--- config.mk ---
export PLATFORM = sky130hd
export DESIGN_NAME = lfr_regs
export DESIGN_NICKNAME = d
export VERILOG_FILES = /design/src/hw/lfr_pkg.sv /design/src/hw/lfr_regs.sv
export SDC_FILE = /design/constraint.sdc
export NUM_CORES = 1
export LEC_CHECK = 0
export ABC_AREA = 0
export BUFFER_PORTS_ARGS = -buffer_cell sky130_fd_sc_hd__buf_2
export CAP_MARGIN = 20
export CORE_MARGIN = 5
export CORE_UTILIZATION = 50
export DETAILED_ROUTE_END_ITERATION = 7
export PLACE_DENSITY = 0.72
export SYNTH_ARGS = -nofsm -noshare
export SYNTH_HDL_FRONTEND = slang
export SYNTH_SLANG_ARGS = --single-unit
--- constraint.sdc ---
create_clock -name core_clk -period 2.98 [get_ports core_clk]
set_input_delay 0.298 -clock core_clk [delete_from_list [all_inputs] [get_ports core_clk]]
set_output_delay 0.298 -clock core_clk [all_outputs]
set_load 0.01 [all_outputs]
--- src/hw/lfr_pkg.sv ---
// Package for the wake-up receiver control and status register bank
package lfr_pkg;
  localparam logic [7:0] LFR_CTL_ADDR = 8'h23;
  localparam logic [7:0] LFR_STS_ADDR = 8'h24;
  localparam logic [7:0] LFR_IRQ_ADDR = 8'h25;
  localparam logic [7:0] LFR_MSK_ADDR = 8'h26;
  localparam logic [7:0] LFR_DAT_ADDR = 8'h27;
  localparam logic [7:0] LFR_DET_ADDR = 8'h22;
  localparam logic [7:0] LFR_CTL_RESET = 8'h0F;
  localparam logic [7:0] LFR_STS_RESET = 8'h02;
  localparam int LFR_BIT_DRIE = 7;
  localparam int LFR_BIT_ERIE = 6;
  localparam int LFR_BIT_CDIE = 5;
  localparam int LFR_BIT_IDIE = 4;
  localparam int LFR_BIT_DIGITAL_DECODER_ENABLE = 3;
  localparam int LFR_BIT_CARRIER_VALIDATION_ENABLE = 2;
  localparam int LFR_BIT_MODE = 1;
  localparam int LFR_BIT_ACK = 0;
  // Oscillator tick period in microseconds and search times in milliseconds
  localparam int LFR_OSC_PERIOD_US = 1000;
  localparam int LFR_TMO1_MS = 8;
  localparam int LFR_TMO2_MS = 24;
  localparam int LFR_TMO3_MS = 48;
  localparam logic [7:0] LFR_TMO1_TICKS = 8'(LFR_TMO1_MS * 1000 / LFR_OSC_PERIOD_US);
  localparam logic [7:0] LFR_TMO2_TICKS = 8'(LFR_TMO2_MS * 1000 / LFR_OSC_PERIOD_US);
  localparam logic [7:0] LFR_TMO3_TICKS = 8'(LFR_TMO3_MS * 1000 / LFR_OSC_PERIOD_US);
  typedef struct packed {
    logic dataReady;
    logic rxError;
    logic carrierDetect;
    logic idMatch;
    logic overflow;
    logic endOfMessage;
  } lfr_events_t;
endpackage : lfr_pkg

--- src/hw/lfr_regs.sv ---
// Control, status and interrupt registers of the wake-up receiver
`timescale 1ns/1ps
// What this block does
// RULE1: Data-ready flag with enable bit 7 requests an interrupt.
// RULE2: Receive-error flag with enable bit 6 requests an interrupt.
// RULE3: Carrier-detect flag with enable bit 5 requests an interrupt.
// RULE4: ID-match flag with enable bit 4 requests an interrupt.
// RULE5: Decoder enable bit 3 low stops frame checks and data, error, ID flags.
// RULE6: With decoder off software polls the detector output bit.
// RULE7: Carrier validation runs only while bit 2 is set.
// RULE8: Timeout field picks no limit, 8, 24 or 48 ms SYNC search.
// RULE9: No SYNC before timeout switches the receiver off.
// RULE10: Timeout counts oscillator ticks, not bus clock cycles.
// RULE11: Power-on or soft reset loads control 0x0F; other resets keep it.
// RULE12: Status bits 7..2 read-only flags, bit 1 mode, bit 0 ack, reset 0x02.
// RULE13: Writing one to ack clears error, carrier and ID flags.
// RULE14: Data ready sets on a byte, clears on ack or data read.
// RULE15: Detector output bit is read-only and follows the slicer.
// RULE16: One level interrupt is OR of flag AND enable, held until cleared.
// RULE17: Enables, decoder, validation and timeout read back as written.
module lfr_regs
  import lfr_pkg::*;
(
  input wire logic core_clk,
  input wire logic reset_n,
  input wire logic softReset,
  input wire logic [7:0] regAddr,
  input wire logic [7:0] regWrData,
  input wire logic regWrite,
  input wire logic regRead,
  output logic [7:0] regRdData,
  input wire lfr_events_t rxEvents,
  input wire logic [7:0] rxByte,
  input wire logic syncFound,
  input wire logic searchStart,
  input wire logic oscTick,
  input wire logic detectorOutPin,
  output logic digitalDecoderEnable,
  output logic carrierValidationEnable,
  output logic receiverOff,
  output logic irqOut
);
  logic [7:0] ctl_reg;
  logic [5:0] flags_reg;
  logic modeBit_reg;
  logic [5:0] evtMask_reg;
  logic [5:0] evtSticky_reg;
  logic [7:0] data_reg;
  logic [7:0] tmoCount_reg;
  logic searching_reg;
  logic rxOff_reg;
  logic detSync1_reg;
  logic detSync2_reg;
  logic tickSync1_reg;
  logic tickSync2_reg;
  logic tickPrev_reg;

  // Register decode
  wire logic wrCtl = regWrite && (regAddr == LFR_CTL_ADDR);
  wire logic wrSts = regWrite && (regAddr == LFR_STS_ADDR);
  wire logic wrIrq = regWrite && (regAddr == LFR_IRQ_ADDR);
  wire logic wrMsk = regWrite && (regAddr == LFR_MSK_ADDR);
  wire logic rdDat = regRead && (regAddr == LFR_DAT_ADDR);
  // RULE13: ack write
  wire logic ackWrite = wrSts && regWrData[LFR_BIT_ACK];

  // RULE5: gate decoder flags
  wire logic decOn = ctl_reg[LFR_BIT_DIGITAL_DECODER_ENABLE];
  wire logic setDr = rxEvents.dataReady && decOn;
  wire logic setEr = rxEvents.rxError && decOn;
  wire logic setId = rxEvents.idMatch && decOn;
  wire logic setOv = rxEvents.overflow && decOn;
  wire logic setEom = rxEvents.endOfMessage && decOn;
  wire logic setCd = rxEvents.carrierDetect;
  wire logic [5:0] setVec = {setDr, setEr, setCd, setId, setOv, setEom};

  // RULE14: data ready clear terms
  wire logic clrDr = ackWrite || rdDat;
  wire logic [5:0] clrVec = {clrDr, ackWrite, ackWrite, ackWrite, ackWrite, ackWrite};
  // Set wins over clear for every flag
  wire logic [5:0] flagsNext = setVec | (flags_reg & ~clrVec);

  // RULE16: flag and enable OR
  wire logic [3:0] irqEn = ctl_reg[7:4];
  // RULE1: data ready term
  wire logic irqDr = flags_reg[5] && irqEn[3];
  // RULE2: error term
  wire logic irqEr = flags_reg[4] && irqEn[2];
  // RULE3: carrier term
  wire logic irqCd = flags_reg[3] && irqEn[1];
  // RULE4: ID term
  wire logic irqId = flags_reg[2] && irqEn[0];
  wire logic irqStickyAny = |(evtSticky_reg & evtMask_reg);
  assign irqOut = irqDr || irqEr || irqCd || irqId || irqStickyAny;

  // RULE7: validation enable out
  assign carrierValidationEnable = ctl_reg[LFR_BIT_CARRIER_VALIDATION_ENABLE];
  assign digitalDecoderEnable = decOn;
  assign receiverOff = rxOff_reg;

  // RULE8: timeout selection
  wire logic [1:0] tmoSel = ctl_reg[1:0];
  wire logic [7:0] tmoLimit = (tmoSel == 2'b01) ? LFR_TMO1_TICKS :
                              (tmoSel == 2'b10) ? LFR_TMO2_TICKS : LFR_TMO3_TICKS;
  // RULE10: oscillator tick edge
  wire logic tickEdge = tickSync2_reg && !tickPrev_reg;
  // RULE9: expiry switches off
  wire logic tmoHit = searching_reg && (tmoSel != 2'b00) && tickEdge && (tmoCount_reg + 8'h01 >= tmoLimit);

  // RULE12: status readback
  wire logic [7:0] stsRead = {flags_reg, modeBit_reg, 1'b0};
  // RULE17: control readback
  wire logic [7:0] rdMux = (regAddr == LFR_CTL_ADDR) ? ctl_reg :
                           (regAddr == LFR_STS_ADDR) ? stsRead :
                           (regAddr == LFR_IRQ_ADDR) ? {2'b00, evtSticky_reg} :
                           (regAddr == LFR_MSK_ADDR) ? {2'b00, evtMask_reg} :
                           (regAddr == LFR_DAT_ADDR) ? data_reg :
                           (regAddr == LFR_DET_ADDR) ? {detSync2_reg, 7'h00} : 8'h00;

  // Synchronisers for the detector pin and the oscillator clock
  always_ff @(posedge core_clk or negedge reset_n) begin
    if (!reset_n) begin
      detSync1_reg <= 1'b0;
      detSync2_reg <= 1'b0;
      tickSync1_reg <= 1'b0;
      tickSync2_reg <= 1'b0;
      tickPrev_reg <= 1'b0;
    end else begin
      // RULE15: follow slicer
      detSync1_reg <= detectorOutPin;
      detSync2_reg <= detSync1_reg;
      tickSync1_reg <= oscTick;
      tickSync2_reg <= tickSync1_reg;
      tickPrev_reg <= tickSync2_reg;
    end
  end

  // RULE11: control register defaults
  always_ff @(posedge core_clk or negedge reset_n) begin
    if (!reset_n) begin
      ctl_reg <= LFR_CTL_RESET;
    end else if (softReset) begin
      ctl_reg <= LFR_CTL_RESET;
    end else if (wrCtl) begin
      ctl_reg <= regWrData;
    end
  end

  // RULE12: status flags and mode bit
  always_ff @(posedge core_clk or negedge reset_n) begin
    if (!reset_n) begin
      flags_reg <= LFR_STS_RESET[7:2];
      modeBit_reg <= LFR_STS_RESET[LFR_BIT_MODE];
    end else if (softReset) begin
      flags_reg <= LFR_STS_RESET[7:2];
      modeBit_reg <= LFR_STS_RESET[LFR_BIT_MODE];
    end else begin
      flags_reg <= flagsNext;
      if (wrSts) begin
        modeBit_reg <= regWrData[LFR_BIT_MODE];
      end
    end
  end

  // Sticky event bits, write one to clear, set wins
  always_ff @(posedge core_clk or negedge reset_n) begin
    if (!reset_n) begin
      evtSticky_reg <= 6'h00;
      evtMask_reg <= 6'h00;
    end else begin
      evtSticky_reg <= setVec | (evtSticky_reg & ~(wrIrq ? regWrData[5:0] : 6'h00));
      if (wrMsk) begin
        evtMask_reg <= regWrData[5:0];
      end
    end
  end

  // Received byte capture
  always_ff @(posedge core_clk or negedge reset_n) begin
    if (!reset_n) begin
      data_reg <= 8'h00;
    end else if (setDr) begin
      data_reg <= rxByte;
    end
  end

  // RULE9: SYNC search timer
  always_ff @(posedge core_clk or negedge reset_n) begin
    if (!reset_n) begin
      searching_reg <= 1'b0;
      tmoCount_reg <= 8'h00;
      rxOff_reg <= 1'b0;
    end else if (softReset || syncFound) begin
      searching_reg <= 1'b0;
      tmoCount_reg <= 8'h00;
      rxOff_reg <= 1'b0;
    end else if (searchStart) begin
      searching_reg <= 1'b1;
      tmoCount_reg <= 8'h00;
      rxOff_reg <= 1'b0;
    end else if (tmoHit) begin
      searching_reg <= 1'b0;
      rxOff_reg <= 1'b1;
    end else if (searching_reg && tickEdge) begin
      tmoCount_reg <= tmoCount_reg + 8'h01;
    end
  end

  // Read data one cycle after the strobe
  always_ff @(posedge core_clk or negedge reset_n) begin
    if (!reset_n) begin
      regRdData <= 8'h00;
    end else if (regRead) begin
      regRdData <= rdMux;
    end else begin
      regRdData <= 8'h00;
    end
  end
endmodule : lfr_regs

==> results of run 1 <==
## cell type report
class,count,share of cell area (%)
sequential,58,42.16
multi-input combinational,194,40.61
timing repair buffer,55,8.397
clock buffer,10,3.981
tap,75,2.714
inverter,11,1.194
clock inverter,6,0.9410
## cells by family after synthesis
group,after synthesis,synth area share [%]
flip-flops,58,49.24
XOR/XNOR,4,1.184
AO/OA/AOI/OAI,69,19.19
buffers and inverters,24,3.339
multiplexers,25,9.636
AND/OR/NAND/NOR,89,14.45
adder cells (fa/ha/maj),7,2.958
## per-stage QoR
stage / utilization (%) / setup slack, ps
after floorplan: - / 424.5
after global placement: 56.01 / 426.6
after CTS: 59.09 / 318.7
after global routing: 59.09 / 177.8
final: 59.09 / 287.1
after detailed placement: 56.01 / 339.6
## per-layer routing
| layer | part of all wire [%] | vias up | wire [um] | global-route usage (%) |
|---|---|---|---|---|
| met1 | 42 | 1173 | 3020 | 25.61 |
| met4 | 1.6 | 0 | 112 | 8.499 |
| met2 | 51 | 67 | 3635 | 34.02 |
| met3 | 5.0 | 9 | 353 | 3.595 |
| li1 | - | 1136 | - | - |
| met5 | 0 | - | 0 | 0 |
## repair_timing
| action | 4_1_cts | 5_1_grt |
|---|---|---|
| hold buffers | 1 | 0 |
| hold endpoints to repair | 16 | 0 |
| endpoints found under the setup margin | 0 | 0 |
| setup buffers | 0 | 0 |
## path summary, 6_finish.rpt
check                                      from                to  depth (start not counted)
worst max-delay path            tmoCount_reg[0]   tmoCount_reg[7]                          9
worst min-delay path             detectorOutPin      detSync1_reg                          1
worst max register to register  tmoCount_reg[0]   tmoCount_reg[7]                          9
worst min register to register     detSync1_reg      detSync2_reg                          0
max in group asynchronous               reset_n        ctl_reg[1]                          3
min in group asynchronous               reset_n  evtSticky_reg[2]                          2
## cell usage after synthesis (2+ instances only)
master	instances
ha_1	7
dfrtp_1	53
nand3_1	9
mux2i_1	6
a22oi_1	14
and4_1	2
or3_1	2
nand2b_1	4
o211ai_1	3
nand4_1	3
mux2_2	18
a21oi_1	8
nor2b_1	3
xor2_1	3
a41o_1	3
o41ai_1	2
o21ai_0	3
a31oi_1	5
dfstp_2	5
and3_1	5
a211o_1	4
nand2_1	18
a22o_1	7
a21o_1	4
inv_1	10
clkbuf_1	10
nor2_1	34
nor3_1	4
## worst register-to-register path, delay by kind of cell (launching register included)
kind	cells	cell delay, ps
compound gates	3	1000
flops	1	430
xor+xnor	1	180
fa+ha+maj	2	500
simple gates	3	460
## power by group
group | switching, mW | internal (mW)
Sequential | 0.0170 | 0.814
Combinational | 0.0808 | 0.0648
Clock | 0.297 | 0.316
Total | 0.395 | 1.19
==> flow_summary.ini, run 1 <==
[outcome]
outcome = finished, final reports clean

[final_layout]
layout.cells.non_filler = 409
mostFrequentLayoutCells = 53 x dfrtp_1, 50 x buf_2, 34 x nor2_1
antenna_cells = 0
syn_to_final_growth_pct = 16.78
nets = 375
final_common_cell = dfrtp_1
fin_area_um2 = 3457
drive_above_1_share_pct = 30.54
num-fill-cells = 509
multi_input_area_um2 = 1404
regArea_um2 = 1458

[floorplan]
dieHeight_um = 86.95
core_um2 = 5851
die_w_um = 86.95
dieArea_um2 = 7559
io-pin-count = 51
start_util_pct = 50.60
rows = 28

[power]
peakVddDrop_uv = 303.9
power_mw = 1.589
p_per_area_nw_per_um2 = 459.7
power.leakage_nw = 1.748

[timing]
hold_viol = 0
setup_tns_ps = 0
slew_headroom_pct = 32.08
fmax_ghz = 0.3714
fin_skew_ps = 6.424
tightestPinTransition_ps = 1011
min_period_over_period_pct = 90.36
timing.hold.ws_ps = 70.56
final_max_slew_viol_count = 0
rsz0062_at_grt = no
setup_viol = 0
fin_crit_ps = 2693

[critical_path]
path_delay_family = compound AO/OA/AOI/OAI gates
start_kind = register
crit_buf_inv = 0
crit_top_cell = ha_1
worst_ep_required_time_ps = 3180
path_class = reg2reg
rrSetupSlack_ps = 290
cp-end-kind = register
crit_chain = ha_1 > and3_1 > xor2_1 > ha_1 > nand3_1 > nor2_1 > o41a_1 > o311ai_0 > o41ai_1
arrival_ps = 2890
critPathSlowestCell = o41a_1
critPathMaxStageDelay_ps = 480
critPathMaxFanout = 7

[placement]
place_inst = 392
dp_hpwl_um = 5308
io_buffers = 50
finalWeightedCongestion = 0.8681
dpl_cell_area_um2 = 3277

[clocking]
cts_sinks = 58
root_buffer = clkbuf_8
cts_tree = built
cts.clk_slew.worst_paths_ps = 70
clock_path_buffers = 2
clkLatencyLatePin_ps = 330
htreeDepth = 3
cts_buffers = 9
cts_resized = 0

[synth]
async_flop_share_pct = 100.0
synth_area_leaders = dfrtp_1 45%, mux2_2 6.8%, dfstp_2 4.4%
yosys.area.top_type = dfrtp_1
syn_inst = 276
synth_edf_count = 0
synthFlopType = dfrtp_1
avgSynthCellArea_um2 = 10.73
netlist_area_um2 = 2960
ys_seq_area_share_pct = 49.24
ys_warn_count = 0
netlist-cell-type-count = 55
synth.net_count = 322
synth_top_area_share_pct = 44.80
ys_ff_latch = 58

[job]
maxCapViolCount = 0

[global_route]
antenna_found_initial = 0
overflow = 0
grt_max_degree = 25
grt_use_total_pct = 20.24
grt_pass1_vias = 2300
grt_pass1_wl_um = 11510

[min_path]
holdCritPathClass = in2reg

[routing]
ant_nets = 0
routed_wl_um = 7121
via_per_inst = 5.831
drc = 0
drtIter0Drc = 166
num_vias = 2385
avgRoutedWirePerCell_um = 17.41
dr.pass1.iters = 6
Note: power is estimated with default switching activity, not from simulation.
==> inputs of run 2 (changes only) <==
CELL_PAD_IN_SITES_DETAIL_PLACEMENT = 0   (was not set)
CELL_PAD_IN_SITES_GLOBAL_PLACEMENT = 2   (was not set)
CORE_UTILIZATION = 36   (was 50)
PLACE_DENSITY = 0.8   (was 0.72)
==> run 2 against run 1 <==
Effect of this change:
- first-iteration DRC count shrank 57%
- critical endpoint unchanged
- register-to-register slack is essentially flat
- die area grew 34%
- highest routed layer unchanged
- non-clock buffer count grew 1
- clock power grew 20%
- hold slack lost 4.1 ps
==> flow_summary.ini, run 2 (synthesis gave the netlist of run 1 again) <==
[power]
combPwrFrac_pct = 8.7
power.leakage_nw = 1.762
clockPowerShare_pct = 42.8
p_sw_share_pct = 23.36
p_sw_uw = 399.7
internal-power_mw = 1.311
seqPwrFrac_pct = 48.6
peakVddDrop_uv = 213.9
p_per_area_nw_per_um2 = 483.9

[placement]
io_buffers = 50
post-place-ws_ps = 329.2
finalWeightedCongestion = 0.8218
dp_hpwl_um = 5494

[final_layout]
final_common_cell = dfrtp_1
mostFrequentLayoutCells = 53 x dfrtp_1, 50 x buf_2, 34 x nor2_1
nets = 376
drive_above_1_share_pct = 30.15
syn_to_final_growth_pct = 19.44
antenna_cells = 0

[routing]
drc = 0
dr.pass1.iters = 4
via_per_inst = 5.395
ant_nets = 0
num_vias = 2374
avgRoutedWirePerCell_um = 17.20
routed_wl_um = 7569
drtIter0Drc = 72

[timing]
fmax_ghz = 0.3715
fin_skew_ps = 15.41
hold_viol = 0
setup_viol = 0
rsz0062_at_grt = no
fin_crit_ps = 2692
final_max_slew_viol_count = 0
setup_tns_ps = 0
setup_ws_ps = 287.9
min_period_over_period_pct = 90.34
tightestPinTransition_ps = 733.2
slew_headroom_pct = 50.98

[critical_path]
worst_ep_required_time_ps = 3180
cp-endpoint = tmoCount_reg[7]
path_class = reg2reg
arrival_ps = 2890
crit_chain = ha_1 > and3_1 > xor2_1 > ha_1 > nand3_1 > nor2_1 > o41a_1 > o311ai_0 > o41ai_1
rrSetupSlack_ps = 290
r2r_cells = 9
critPathMaxStageDelay_ps = 460
critPathSlowestCell = o41a_1
r2r-end = tmoCount_reg[7]
critPathMaxFanout = 7
critPathLaunch = tmoCount_reg[0]
worstReg2RegStart = tmoCount_reg[0]
cp-end-kind = register
crit_top_cell = ha_1
start_kind = register

[min_path]
min_path_cells = 1
holdCritPathClass = in2reg

[clocking]
cts_resized = 0
cts_sinks = 58
root_buffer = clkbuf_8
cts_buffers = 9
cts.clk_slew.worst_paths_ps = 60
clkLatencyLatePin_ps = 340
clock_path_buffers = 2
htreeDepth = 3
cts_tree = built

[floorplan]
die_w_um = 100.7
io-pin-count = 51
start_util_pct = 36.39
core_um2 = 8134
dieHeight_um = 100.7
rows = 33
dieArea_um2 = 10140

[global_route]
grt_pass1_wl_um = 12170
grt_pass1_vias = 2339
overflow = 0
antenna_found_initial = 0
grt_use_total_pct = 15.69
grt_max_degree = 37

[outcome]
outcome = finished, final reports clean

[job]
maxCapViolCount = 0
-- run 2: final cells by class --
class	count	area (um^2)
clock inverters	2	35.03
fillers	796	4598
repair buffers	56	297.8
inverters	11	41.29
well taps	105	131.4
clock buffers	14	162.7
multi-input cells	194	1410
flip-flops and latches	58	1458
-- run 2: how the worst min path moves through the flow --
stage,startpoint,end,slack [ps]
floorplan,reset_n,ctl_reg[4],2
global placement,reset_n,tmoCount_reg[2],310
detailed placement,reset_n,regRdData[7],310
CTS,oscTick,tickSync1_reg,40
global route,oscTick,tickSync1_reg,60
finish,oscTick,tickSync1_reg,70
-- run 2: per-stage QoR --
step | power, mW | util [%] | hold slack [ps] | std cells | cell area, um^2
floorplan | 0.9167 | - | 2.409 | 276 | 2960
global placement | 0.9934 | 40.92 | 312.4 | 423 | 3328
detailed placement | 0.9943 | 40.92 | 313.3 | 423 | 3328
CTS | 1.739 | 43.47 | 42.79 | 440 | 3536
global route | 1.777 | 43.47 | 55.87 | 440 | 3536
finish | 1.711 | 43.47 | 66.50 | 440 | 3536
-- run 2: power by group through the flow --
stage	clock network, mW	registers (mW)	logic [mW]
after global placement	0	0.845	0.148
after floorplan	0	0.838	0.0785
after detailed placement	0	0.845	0.149
after global routing	0.777	0.833	0.167
final	0.732	0.831	0.148
after CTS	0.757	0.831	0.151
-- run 2: critical path, delay by kind of cell, from the launching register on --
kind,cells,cell delay [ps]
xor+xnor,1,180
simple gates,3,460
fa+ha+maj,2,500
flops,1,440
compound gates,3,980
-- run 2: metal layers --
layer	GRT usage, %	part of all wire, %
met1	20.42	46
met5	0	0
met2	25.01	47
met3	4.014	4.6
met4	6.010	1.9
-- run 2: timing repair --
item,in CTS,in global routing
hold buffers,1,0
hold endpoints to repair,21,0
setup buffers,0,0
